`src/rtl/cst_regs.svh`:
```
`ifndef CST_REGS_SVH
`define CST_REGS_SVH

// Command codes of the register bank
`define CST_OFS_ALERTS   8'h38
`define CST_OFS_STATUS   8'h39
`define CST_OFS_VBAT     8'h3A
`define CST_OFS_VIN      8'h3B
`define CST_OFS_VOUT     8'h3C
`define CST_OFS_IBAT     8'h3D
`define CST_OFS_IIN      8'h3E
`define CST_OFS_TEMP     8'h3F

// Alert bit positions
`define CST_ALERT_ILIM   2
`define CST_ALERT_CC     1
`define CST_ALERT_CV     0
`define CST_ALERT_W      3

// Status bit positions
`define CST_STS_RUN      8
`define CST_STS_CELL     7
`define CST_STS_RT       5
`define CST_STS_TSD      4
`define CST_STS_OVLO     3
`define CST_STS_VGTB     2
`define CST_STS_UVLO     1
`define CST_STS_INTV     0

// Reset values
`define CST_MEAS_RST     16'h0000
`define CST_ALERT_RST    3'h0

// Strap level pairs: per pin 00 low, 01 open, 10 high
`define CST_STRAP_6V     4'h0
`define CST_STRAP_12V    4'h2
`define CST_STRAP_18V    4'h8
`define CST_STRAP_24V    4'hA

// Bits per serial byte, acknowledge bit not counted
`define CST_BYTE_BITS    4'h8

`endif

```
`src/rtl/cst_pkg.sv`:
```
package cst_pkg;

    // Regulation status reported by the charge controller
    typedef enum logic [1:0] {
        CST_REG_OTHER,
        CST_REG_CV,
        CST_REG_CC,
        CST_REG_ILIM
    } cst_charge_status_t;

    // Live condition pins from the analog side
    typedef struct packed {
        logic [3:0] cell_strap_pins;
        logic       missing_freq_resistor;
        logic       thermal_shutdown;
        logic       input_ovlo;
        logic       input_above_battery;
        logic       input_above_uvlo;
        logic       internal_supply_ok;
    } cst_pins_t;

    // One set of converter results
    typedef struct packed {
        logic signed [15:0] battery_voltage_reading;
        logic signed [15:0] input_voltage_reading;
        logic signed [15:0] output_voltage_reading;
        logic signed [15:0] battery_current_reading;
        logic signed [15:0] input_current_reading;
        logic signed [15:0] junction_temp_reading;
    } cst_meas_t;

    // Serial slave states
    typedef enum logic [2:0] {
        ST_IDLE,
        ST_ADDR,
        ST_CMD,
        ST_WR,
        ST_ACK,
        ST_RD,
        ST_RD_ACK
    } cst_link_state_t;

endpackage

```
`src/rtl/cst_bank.sv`:
```
// Behaviour
// - Alert bits 2/1/0 set on input-limit, constant-current, constant-voltage when enabled.
// - Writing the alert register clears the bits written as zero, except those whose condition is live in that cycle.
// - Clearing an alert enable clears its alert bit too.
// - A set alert stays high until cleared or disabled.
// - Read-only nine-bit status at 0x39 follows live conditions.
// - Status bit 8 shows the charger running.
// - Status bit 7 flags a bad cell strap and inhibits charging.
// - Cell strap error reads true while telemetry is off.
// - Status bit 5 flags missing frequency resistor, forced while charger off.
// - Status bit 4 shows thermal shutdown.
// - Status bit 3 shows input overvoltage shutdown.
// - Status bit 2 shows input enough above battery to charge.
// - Status bit 1 shows input above regulator lockout level.
// - Status bit 0 shows internal supply above telemetry lockout.
// - Battery voltage reading, signed, at 0x3A.
// - Input voltage reading, signed, at 0x3B.
// - Output voltage reading, signed, at 0x3C.
// - Battery current reading, signed, at 0x3D, negative when draining.
// - Input current reading, signed, at 0x3E.
// - Die temperature reading, signed, at 0x3F.
`include "cst_regs.svh"

module cst_bank #(
    parameter logic [6:0] DEV_ADDR = 7'h10 // Arbitrary bus address
) (
    input  wire logic                        ref_clk,
    input  wire logic                        rst_n,
    input  wire logic                        scl,
    input  wire logic                        sda_in,
    output logic                             sda_out,
    output logic                             sda_oe,
    input  wire cst_pkg::cst_charge_status_t charge_status,
    input  wire logic [2:0]                  alert_enable,
    input  wire logic                        charger_en,
    input  wire logic                        telemetry_en,
    input  wire cst_pkg::cst_pins_t          status_pins,
    input  wire logic                        meas_valid,
    input  wire cst_pkg::cst_meas_t          meas,
    output logic [2:0]                       alert_flags,
    output logic                             charge_inhibit
);

    // Synchronised bus pins and their previous values
    logic [1:0]                 bus_s;
    logic                       scl_s;
    logic                       sda_s;
    logic                       scl_p_q;
    logic                       sda_p_q;
    logic                       scl_rise;
    logic                       scl_fall;
    logic                       start_ev;
    logic                       stop_ev;

    // Serial slave state
    cst_pkg::cst_link_state_t   state_q;
    cst_pkg::cst_link_state_t   nxt_q;
    logic [3:0]                 bitcnt_q;
    logic [7:0]                 shift_q;
    logic [7:0]                 cmd_q;
    logic [7:0]                 wr_lo_q;
    logic                       byte_hi_q;
    logic                       sda_oe_q;
    logic [15:0]                rd_word_q;
    logic [7:0]                 tx_next;
    logic                       byte_done;
    logic                       addr_hit;

    // Register bank contents
    cst_pkg::cst_pins_t         pins_s;
    cst_pkg::cst_meas_t         meas_q;
    logic [2:0]                 alert_q;
    logic [2:0]                 alert_d;
    logic [2:0]                 alert_cond;
    logic [2:0]                 alert_clr;
    logic                       wr_fire;
    logic                       alert_wr;
    logic [15:0]                wr_word;
    logic                       strap_ok;
    logic                       cell_err;
    logic [8:0]                 status_word;
    logic [15:0]                rd_mux;
    logic                       inhibit_q;

    // Pin synchronisers
    cst_sync #(.W(2)) u_bus_sync (
        .ref_clk (ref_clk),
        .rst_n   (rst_n),
        .d       ({scl, sda_in}),
        .q       (bus_s)
    );

    cst_sync #(.W($bits(cst_pkg::cst_pins_t))) u_pin_sync (
        .ref_clk (ref_clk),
        .rst_n   (rst_n),
        .d       (status_pins),
        .q       (pins_s)
    );

    // Bus edge and condition decode
    assign scl_s    = bus_s[1];
    assign sda_s    = bus_s[0];
    assign scl_rise = scl_s & ~scl_p_q;
    assign scl_fall = ~scl_s & scl_p_q;
    assign start_ev = scl_s & scl_p_q & sda_p_q & ~sda_s;
    assign stop_ev  = scl_s & scl_p_q & ~sda_p_q & sda_s;

    // Previous pin levels, idle bus is high
    always_ff @(posedge ref_clk or negedge rst_n) begin
        if (!rst_n) begin
            scl_p_q <= 1'b1;
            sda_p_q <= 1'b1;
        end else begin
            scl_p_q <= scl_s;
            sda_p_q <= sda_s;
        end
    end

    // Byte and address decode
    assign byte_done = scl_fall & (bitcnt_q == `CST_BYTE_BITS);
    assign addr_hit  = (shift_q[7:1] == DEV_ADDR);
    assign tx_next   = (state_q == cst_pkg::ST_ACK) ? rd_word_q[7:0] :
                       (byte_hi_q ? 8'h00 : rd_word_q[15:8]);

    // Serial slave: sample on rising clock, drive on falling clock
    always_ff @(posedge ref_clk or negedge rst_n) begin
        if (!rst_n) begin
            state_q   <= cst_pkg::ST_IDLE;
            nxt_q     <= cst_pkg::ST_IDLE;
            bitcnt_q  <= 4'h0;
            shift_q   <= 8'h00;
            cmd_q     <= 8'h00;
            wr_lo_q   <= 8'h00;
            byte_hi_q <= 1'b0;
            sda_oe_q  <= 1'b0;
            rd_word_q <= 16'h0000;
        end else if (start_ev) begin
            state_q   <= cst_pkg::ST_ADDR;
            bitcnt_q  <= 4'h0;
            byte_hi_q <= 1'b0;
            sda_oe_q  <= 1'b0;
        end else if (stop_ev) begin
            state_q  <= cst_pkg::ST_IDLE;
            sda_oe_q <= 1'b0;
        end else begin
            case (state_q)
                cst_pkg::ST_ADDR, cst_pkg::ST_CMD, cst_pkg::ST_WR: begin
                    if (scl_rise && bitcnt_q != `CST_BYTE_BITS) begin
                        shift_q  <= {shift_q[6:0], sda_s};
                        bitcnt_q <= bitcnt_q + 4'h1;
                    end else if (byte_done) begin
                        sda_oe_q <= 1'b1; // Acknowledge low
                        state_q  <= cst_pkg::ST_ACK;
                        if (state_q == cst_pkg::ST_ADDR) begin
                            nxt_q <= shift_q[0] ? cst_pkg::ST_RD : cst_pkg::ST_CMD;
                            rd_word_q <= rd_mux;
                            if (!addr_hit) begin
                                sda_oe_q <= 1'b0;
                                state_q  <= cst_pkg::ST_IDLE;
                            end
                        end else if (state_q == cst_pkg::ST_CMD) begin
                            cmd_q     <= shift_q;
                            byte_hi_q <= 1'b0;
                            nxt_q     <= cst_pkg::ST_WR;
                        end else begin
                            wr_lo_q   <= byte_hi_q ? wr_lo_q : shift_q;
                            byte_hi_q <= ~byte_hi_q;
                            nxt_q     <= cst_pkg::ST_WR;
                        end
                    end
                end
                cst_pkg::ST_ACK: begin
                    if (scl_fall) begin
                        state_q  <= nxt_q;
                        bitcnt_q <= 4'h0;
                        sda_oe_q <= 1'b0;
                        if (nxt_q == cst_pkg::ST_RD) begin
                            shift_q  <= {tx_next[6:0], 1'b0};
                            sda_oe_q <= ~tx_next[7];
                            bitcnt_q <= 4'h1;
                        end
                    end
                end
                cst_pkg::ST_RD: begin
                    if (byte_done) begin
                        sda_oe_q <= 1'b0; // Release for master acknowledge
                        state_q  <= cst_pkg::ST_RD_ACK;
                    end else if (scl_fall) begin
                        sda_oe_q <= ~shift_q[7];
                        shift_q  <= {shift_q[6:0], 1'b0};
                        bitcnt_q <= bitcnt_q + 4'h1;
                    end
                end
                cst_pkg::ST_RD_ACK: begin
                    if (scl_rise && sda_s) begin
                        state_q <= cst_pkg::ST_IDLE; // Master ended the read
                    end else if (scl_fall) begin
                        byte_hi_q <= 1'b1;
                        shift_q   <= {tx_next[6:0], 1'b0};
                        sda_oe_q  <= ~tx_next[7];
                        bitcnt_q  <= 4'h1;
                        state_q   <= cst_pkg::ST_RD;
                    end
                end
                default: begin
                    state_q  <= cst_pkg::ST_IDLE;
                    sda_oe_q <= 1'b0;
                end
            endcase
        end
    end

    // Open-drain data pin only ever pulls low
    assign sda_out = 1'b0;
    assign sda_oe  = sda_oe_q;

    // Write completes on the second data byte
    assign wr_fire = (state_q == cst_pkg::ST_WR) & byte_done & byte_hi_q;
    assign wr_word = {shift_q, wr_lo_q};
    assign alert_wr = wr_fire & (cmd_q == `CST_OFS_ALERTS);

    assign alert_cond[`CST_ALERT_ILIM] = (charge_status == cst_pkg::CST_REG_ILIM);
    assign alert_cond[`CST_ALERT_CC]   = (charge_status == cst_pkg::CST_REG_CC);
    assign alert_cond[`CST_ALERT_CV]   = (charge_status == cst_pkg::CST_REG_CV);

    assign alert_clr = {`CST_ALERT_W{alert_wr}} & ~wr_word[2:0];

    assign alert_d = alert_enable & ((alert_q & ~alert_clr) | alert_cond);

    // Alert storage
    always_ff @(posedge ref_clk or negedge rst_n) begin
        if (!rst_n) begin
            alert_q <= `CST_ALERT_RST;
        end else begin
            alert_q <= alert_d;
        end
    end

    assign alert_flags = alert_q;

    assign strap_ok = (pins_s.cell_strap_pins == `CST_STRAP_6V)  |
                      (pins_s.cell_strap_pins == `CST_STRAP_12V) |
                      (pins_s.cell_strap_pins == `CST_STRAP_18V) |
                      (pins_s.cell_strap_pins == `CST_STRAP_24V);
    assign cell_err = ~strap_ok | ~telemetry_en;

    always_comb begin
        status_word = 9'h000;
        status_word[`CST_STS_RUN]  = charger_en;
        status_word[`CST_STS_CELL] = cell_err;
        status_word[`CST_STS_RT]   = pins_s.missing_freq_resistor | ~charger_en;
        status_word[`CST_STS_TSD]  = pins_s.thermal_shutdown;
        status_word[`CST_STS_OVLO] = pins_s.input_ovlo;
        status_word[`CST_STS_VGTB] = pins_s.input_above_battery;
        status_word[`CST_STS_UVLO] = pins_s.input_above_uvlo;
        status_word[`CST_STS_INTV] = pins_s.internal_supply_ok;
    end

    // charging held off on strap error
    always_ff @(posedge ref_clk or negedge rst_n) begin
        if (!rst_n) begin
            inhibit_q <= 1'b1;
        end else begin
            inhibit_q <= cell_err;
        end
    end

    assign charge_inhibit = inhibit_q;

    // signed results kept whole, sign untouched
    always_ff @(posedge ref_clk or negedge rst_n) begin
        if (!rst_n) begin
            meas_q <= {6{`CST_MEAS_RST}};
        end else if (meas_valid) begin
            meas_q <= meas;
        end
    end

    assign rd_mux =
        (cmd_q == `CST_OFS_ALERTS) ? {13'h0000, alert_q} :
        (cmd_q == `CST_OFS_STATUS) ? {7'h00, status_word} :
        (cmd_q == `CST_OFS_VBAT)   ? meas_q.battery_voltage_reading :
        (cmd_q == `CST_OFS_VIN)    ? meas_q.input_voltage_reading :
        (cmd_q == `CST_OFS_VOUT)   ? meas_q.output_voltage_reading :
        (cmd_q == `CST_OFS_IBAT)   ? meas_q.battery_current_reading :
        (cmd_q == `CST_OFS_IIN)    ? meas_q.input_current_reading :
        (cmd_q == `CST_OFS_TEMP)   ? meas_q.junction_temp_reading :
        16'h0000;

endmodule

```
`src/rtl/cst_sync.sv`:
```
// Two-stage synchroniser for signals from outside the clock domain
module cst_sync #(
    parameter int W = 1
) (
    input  wire logic         ref_clk,
    input  wire logic         rst_n,
    input  wire logic [W-1:0] d,
    output logic      [W-1:0] q
);

    logic [W-1:0] meta_q;

    // First stage feeds only the second
    always_ff @(posedge ref_clk or negedge rst_n) begin
        if (!rst_n) begin
            meta_q <= '0;
            q      <= '0;
        end else begin
            meta_q <= d;
            q      <= meta_q;
        end
    end

endmodule

```
`config.mk`:
```
export PLATFORM = sky130hd
export DESIGN_NAME = cst_bank
export DESIGN_NICKNAME = d
export VERILOG_FILES = /design/src/rtl/cst_pkg.sv /design/src/rtl/cst_bank.sv /design/src/rtl/cst_sync.sv
export VERILOG_INCLUDE_DIRS = /design/src /design/src/rtl
export SDC_FILE = /design/constraint.sdc
export NUM_CORES = 1
export LEC_CHECK = 0
export BUFFER_PORTS_ARGS = -buffer_cell sky130_fd_sc_hd__buf_2
export CORE_UTILIZATION = 59
export CTS_BUF_LIST = sky130_fd_sc_hd__clkbuf_4
export CTS_CLUSTER_DIAMETER = 50
export DETAILED_ROUTE_END_ITERATION = 8
export GPL_TIMING_DRIVEN = 0
export HOLD_SLACK_MARGIN = 0.03
export PLACE_DENSITY = 0.83
export SYNTH_ARGS = -nofsm -noshare
export SYNTH_HDL_FRONTEND = slang
export SYNTH_HIERARCHICAL = 1
export SYNTH_SLANG_ARGS = --single-unit
```
`constraint.sdc`:
```
create_clock -name ref_clk -period 2.4 [get_ports ref_clk]
set_input_delay 0.48 -clock ref_clk [delete_from_list [all_inputs] [get_ports ref_clk]]
set_output_delay 0.48 -clock ref_clk [all_outputs]
set_load 0.02 [all_outputs]
```
==> summary.txt <==
STA
  – Least-Margin Pin Slew: 717 ps
  – Slew Limit Fails: 0
  – Post-route minimum period: 2270 ps
  – Maximum clock rate: 0.441 GHz
  – Number of endpoints failing setup at the final stage: 0
  – Clock Skew: 22.8 ps
  – Final setup margin: 132 ps
  – Post-route setup TNS: 0 ps
  – Final period util: 94.5%
  – Final hold vios: 0
  – Slew headroom: 52.2%
  – RSZ-0062 raised after global routing: no

Setup path
  – Reg2reg path depth: 5
  – Crit Path Class: reg2reg
  – Largest fanout on the critical path: 10
  – CP endpoint kind: flip-flop
  – RR Startpoint: cmd_q[1]$_DFFE_PN0P_
  – Reg-to-Reg End: rd_word_q[13]$_DFFE_PN0P_
  – Critical path required time: 2910 ps
  – CP Launch Type: flip-flop
  – Internal reg-to-reg setup slack: 130 ps
  – CP arrival: 2780 ps

Power and ir drop
  – P_leak: 3.98 nW
  – VDD IR max: 0.432 mV
  – P per Cell Area: 680 nW/µm²

Synthesis
  – Post-synth net total: 768
  – Mean Syn Cell Area: 11.8 µm²
  – Post-Syn Area: 7620 µm²
  – Syn. warnings: 6
  – Cell count after synthesis: 648

Die
  – Core area: 12600 µm²
  – Chip height: 116 µm
  – I/O Pins: 124
  – Die X: 116 µm
  – Row count: 41
  – Die area: 13400 µm²
  – Starting Density: 60.4%

Min path
  – HP Class: in2reg
  – Hold path cells: 2
  – Hold Crit Start: meas[51]
  – Hold endpoint: meas_q[51]$_DFFE_PN0P_

Status
  – Status: finished, final reports clean

Clocking
  – Root buffer cell: clkbuf_4
  – Clock latency on the worst-skew pair: 580 ps
  – CTS H-tree depth: 4
  – # clock sinks: 169
  – TritonCTS Buffers: 17
  – Clock tree buffer depth: 2
  – CTS tree: done
  – Clock transition at path regs: 160 ps

Global routing
  – Vias in the first global route: 6097
  – First-pass GRT wire length: 31500 µm
  – Largest net degree at the start of global routing: 86
  – All-Layer GR Usage: 31.4%
  – Antenna violations before repair: 1
  – Overflow after GRT: 0

Drt
  – DR iter-0 viols: 561
  – DRC: 0
  – Routed Antenna Nets: 0
  – Final WL: 19500 µm
  – DR WL/cell: 19.7 µm
  – Number of detailed-route iterations in the first pass: 8
  – Vias per cell: 6.13
  – Met2 Routed Length: 9880 µm
  – Met3 wire length: 1190 µm
  – M1 wire length: 7670 µm
  – Highest metal used: met4
  – Routed vias: 6055

Place
  – RePlAce Congestion: 0.891
  – HPWL Detailed: 13800 µm
  – Setup WS pre-CTS: -37.4 ps
  – Port-buffer cells: 119

Cells and area
  – Area growth syn-to-layout: 18.2%
  – Fraction of layout cells with a size suffix above 1: 35.4%
  – Fin nets: 921

Run
  – Max-cap violations: 0
## cell type report
| class | instances | area (µm²) |
|---|---|---|
| sequential | 169 | 4230 |
| fill | 905 | 3610 |
| multi-input combinational | 420 | 3170 |
| timing repair buffer | 135 | 776 |
| clock inverter | 15 | 234 |
| tap | 172 | 215 |
| buffer | 40 | 186 |
| clock buffer | 17 | 128 |
| inverter | 18 | 67.6 |
| antenna | 1 | 2.50 |
## metrics by stage
step,hold WS [ps],power (mW),instances,util (%),cell area [µm²]
global placement,335,4.05,939,66.8,8430
CTS,33.6,6.12,982,71.0,8960
finish,127,6.13,987,71.4,9010
floorplan,184,3.77,648,-,7620
detailed placement,339,4.12,940,67.1,8470
global route,110,6.37,987,71.4,9010
## report_power, final
part	leakage, nW	internal (mW)	switching (mW)
registers	2.06	3.09	0.180
logic	1.72	0.397	0.443
clock network	0.194	0.961	1.06
total	3.98	4.45	1.68
## sequential cells by signal, indices dropped and copies added, names as in the netlist, 2 cells and up
| name | flops |
|---|---|
| rd_word_q | 16 |
| alert_flags | 3 |
| cmd_q | 8 |
| wr_lo_q | 3 |
| u_bus_sync/q | 2 |
| bitcnt_q | 4 |
| state_q | 3 |
| u_pin_sync/meta_q | 8 |
| shift_q | 8 |
| meas_q | 96 |
| u_pin_sync/q | 8 |
| u_bus_sync/meta_q | 2 |
| nxt_q | 3 |
## worst max path at each step
stage	start	end	slack, ps	cells past startpoint
3_3_place_gp	rst_n	meas_q[13]$_DFFE_PN0P_	-1540	1
3_5_place_dp	bitcnt_q[0]$_DFFE_PN0P_	cmd_q[6]$_DFFE_PN0P_	-40	6
6_report	cmd_q[1]$_DFFE_PN0P_	rd_word_q[13]$_DFFE_PN0P_	130	5
5_1_grt	bitcnt_q[0]$_DFFE_PN0P_	cmd_q[5]$_DFFE_PN0P_	30	7
2_1_floorplan	bitcnt_q[0]$_DFFE_PN0P_	rd_word_q[15]$_DFFE_PN0P_	310	8
4_1_cts	scl_p_q$_DFF_PN1_	bitcnt_q[2]$_DFFE_PN0P_	50	6
## worst max-delay path: stages (launching register included)
cell	delay, ps
dfrtp_1	410
clkbuf_1	430
clkbuf_1	520
a21oi_1	160
o31ai_1	470
a31o_1	210
## repair_timing
action                     in CTS  in global routing
pin swaps                       1                  1
hold endpoints to repair       91                  1
gates resized for setup         4                  6
setup endpoints to repair      19                 22
setup buffers                   0                  3
hold buffers                   11                  1
## placed cells by master (no fill, tap or decap), types with 17 or more instances in the layout
cell      count
dfrtp_1     166
inv_1        18
nor2_1       36
buf_2       121
a21oi_1      18
nand2_1      45
clkbuf_1     24
o21ai_0      56
mux2_2      103
clkbuf_4     17
## metal layers
metal	global-route usage, %	vias to the layer above
met1	39.3	3005
met4	15.5	0
met3	5.75	63
met5	0	-
met2	52.9	317
li1	-	2670
No activity file was read; power rests on OpenSTA's default activity.
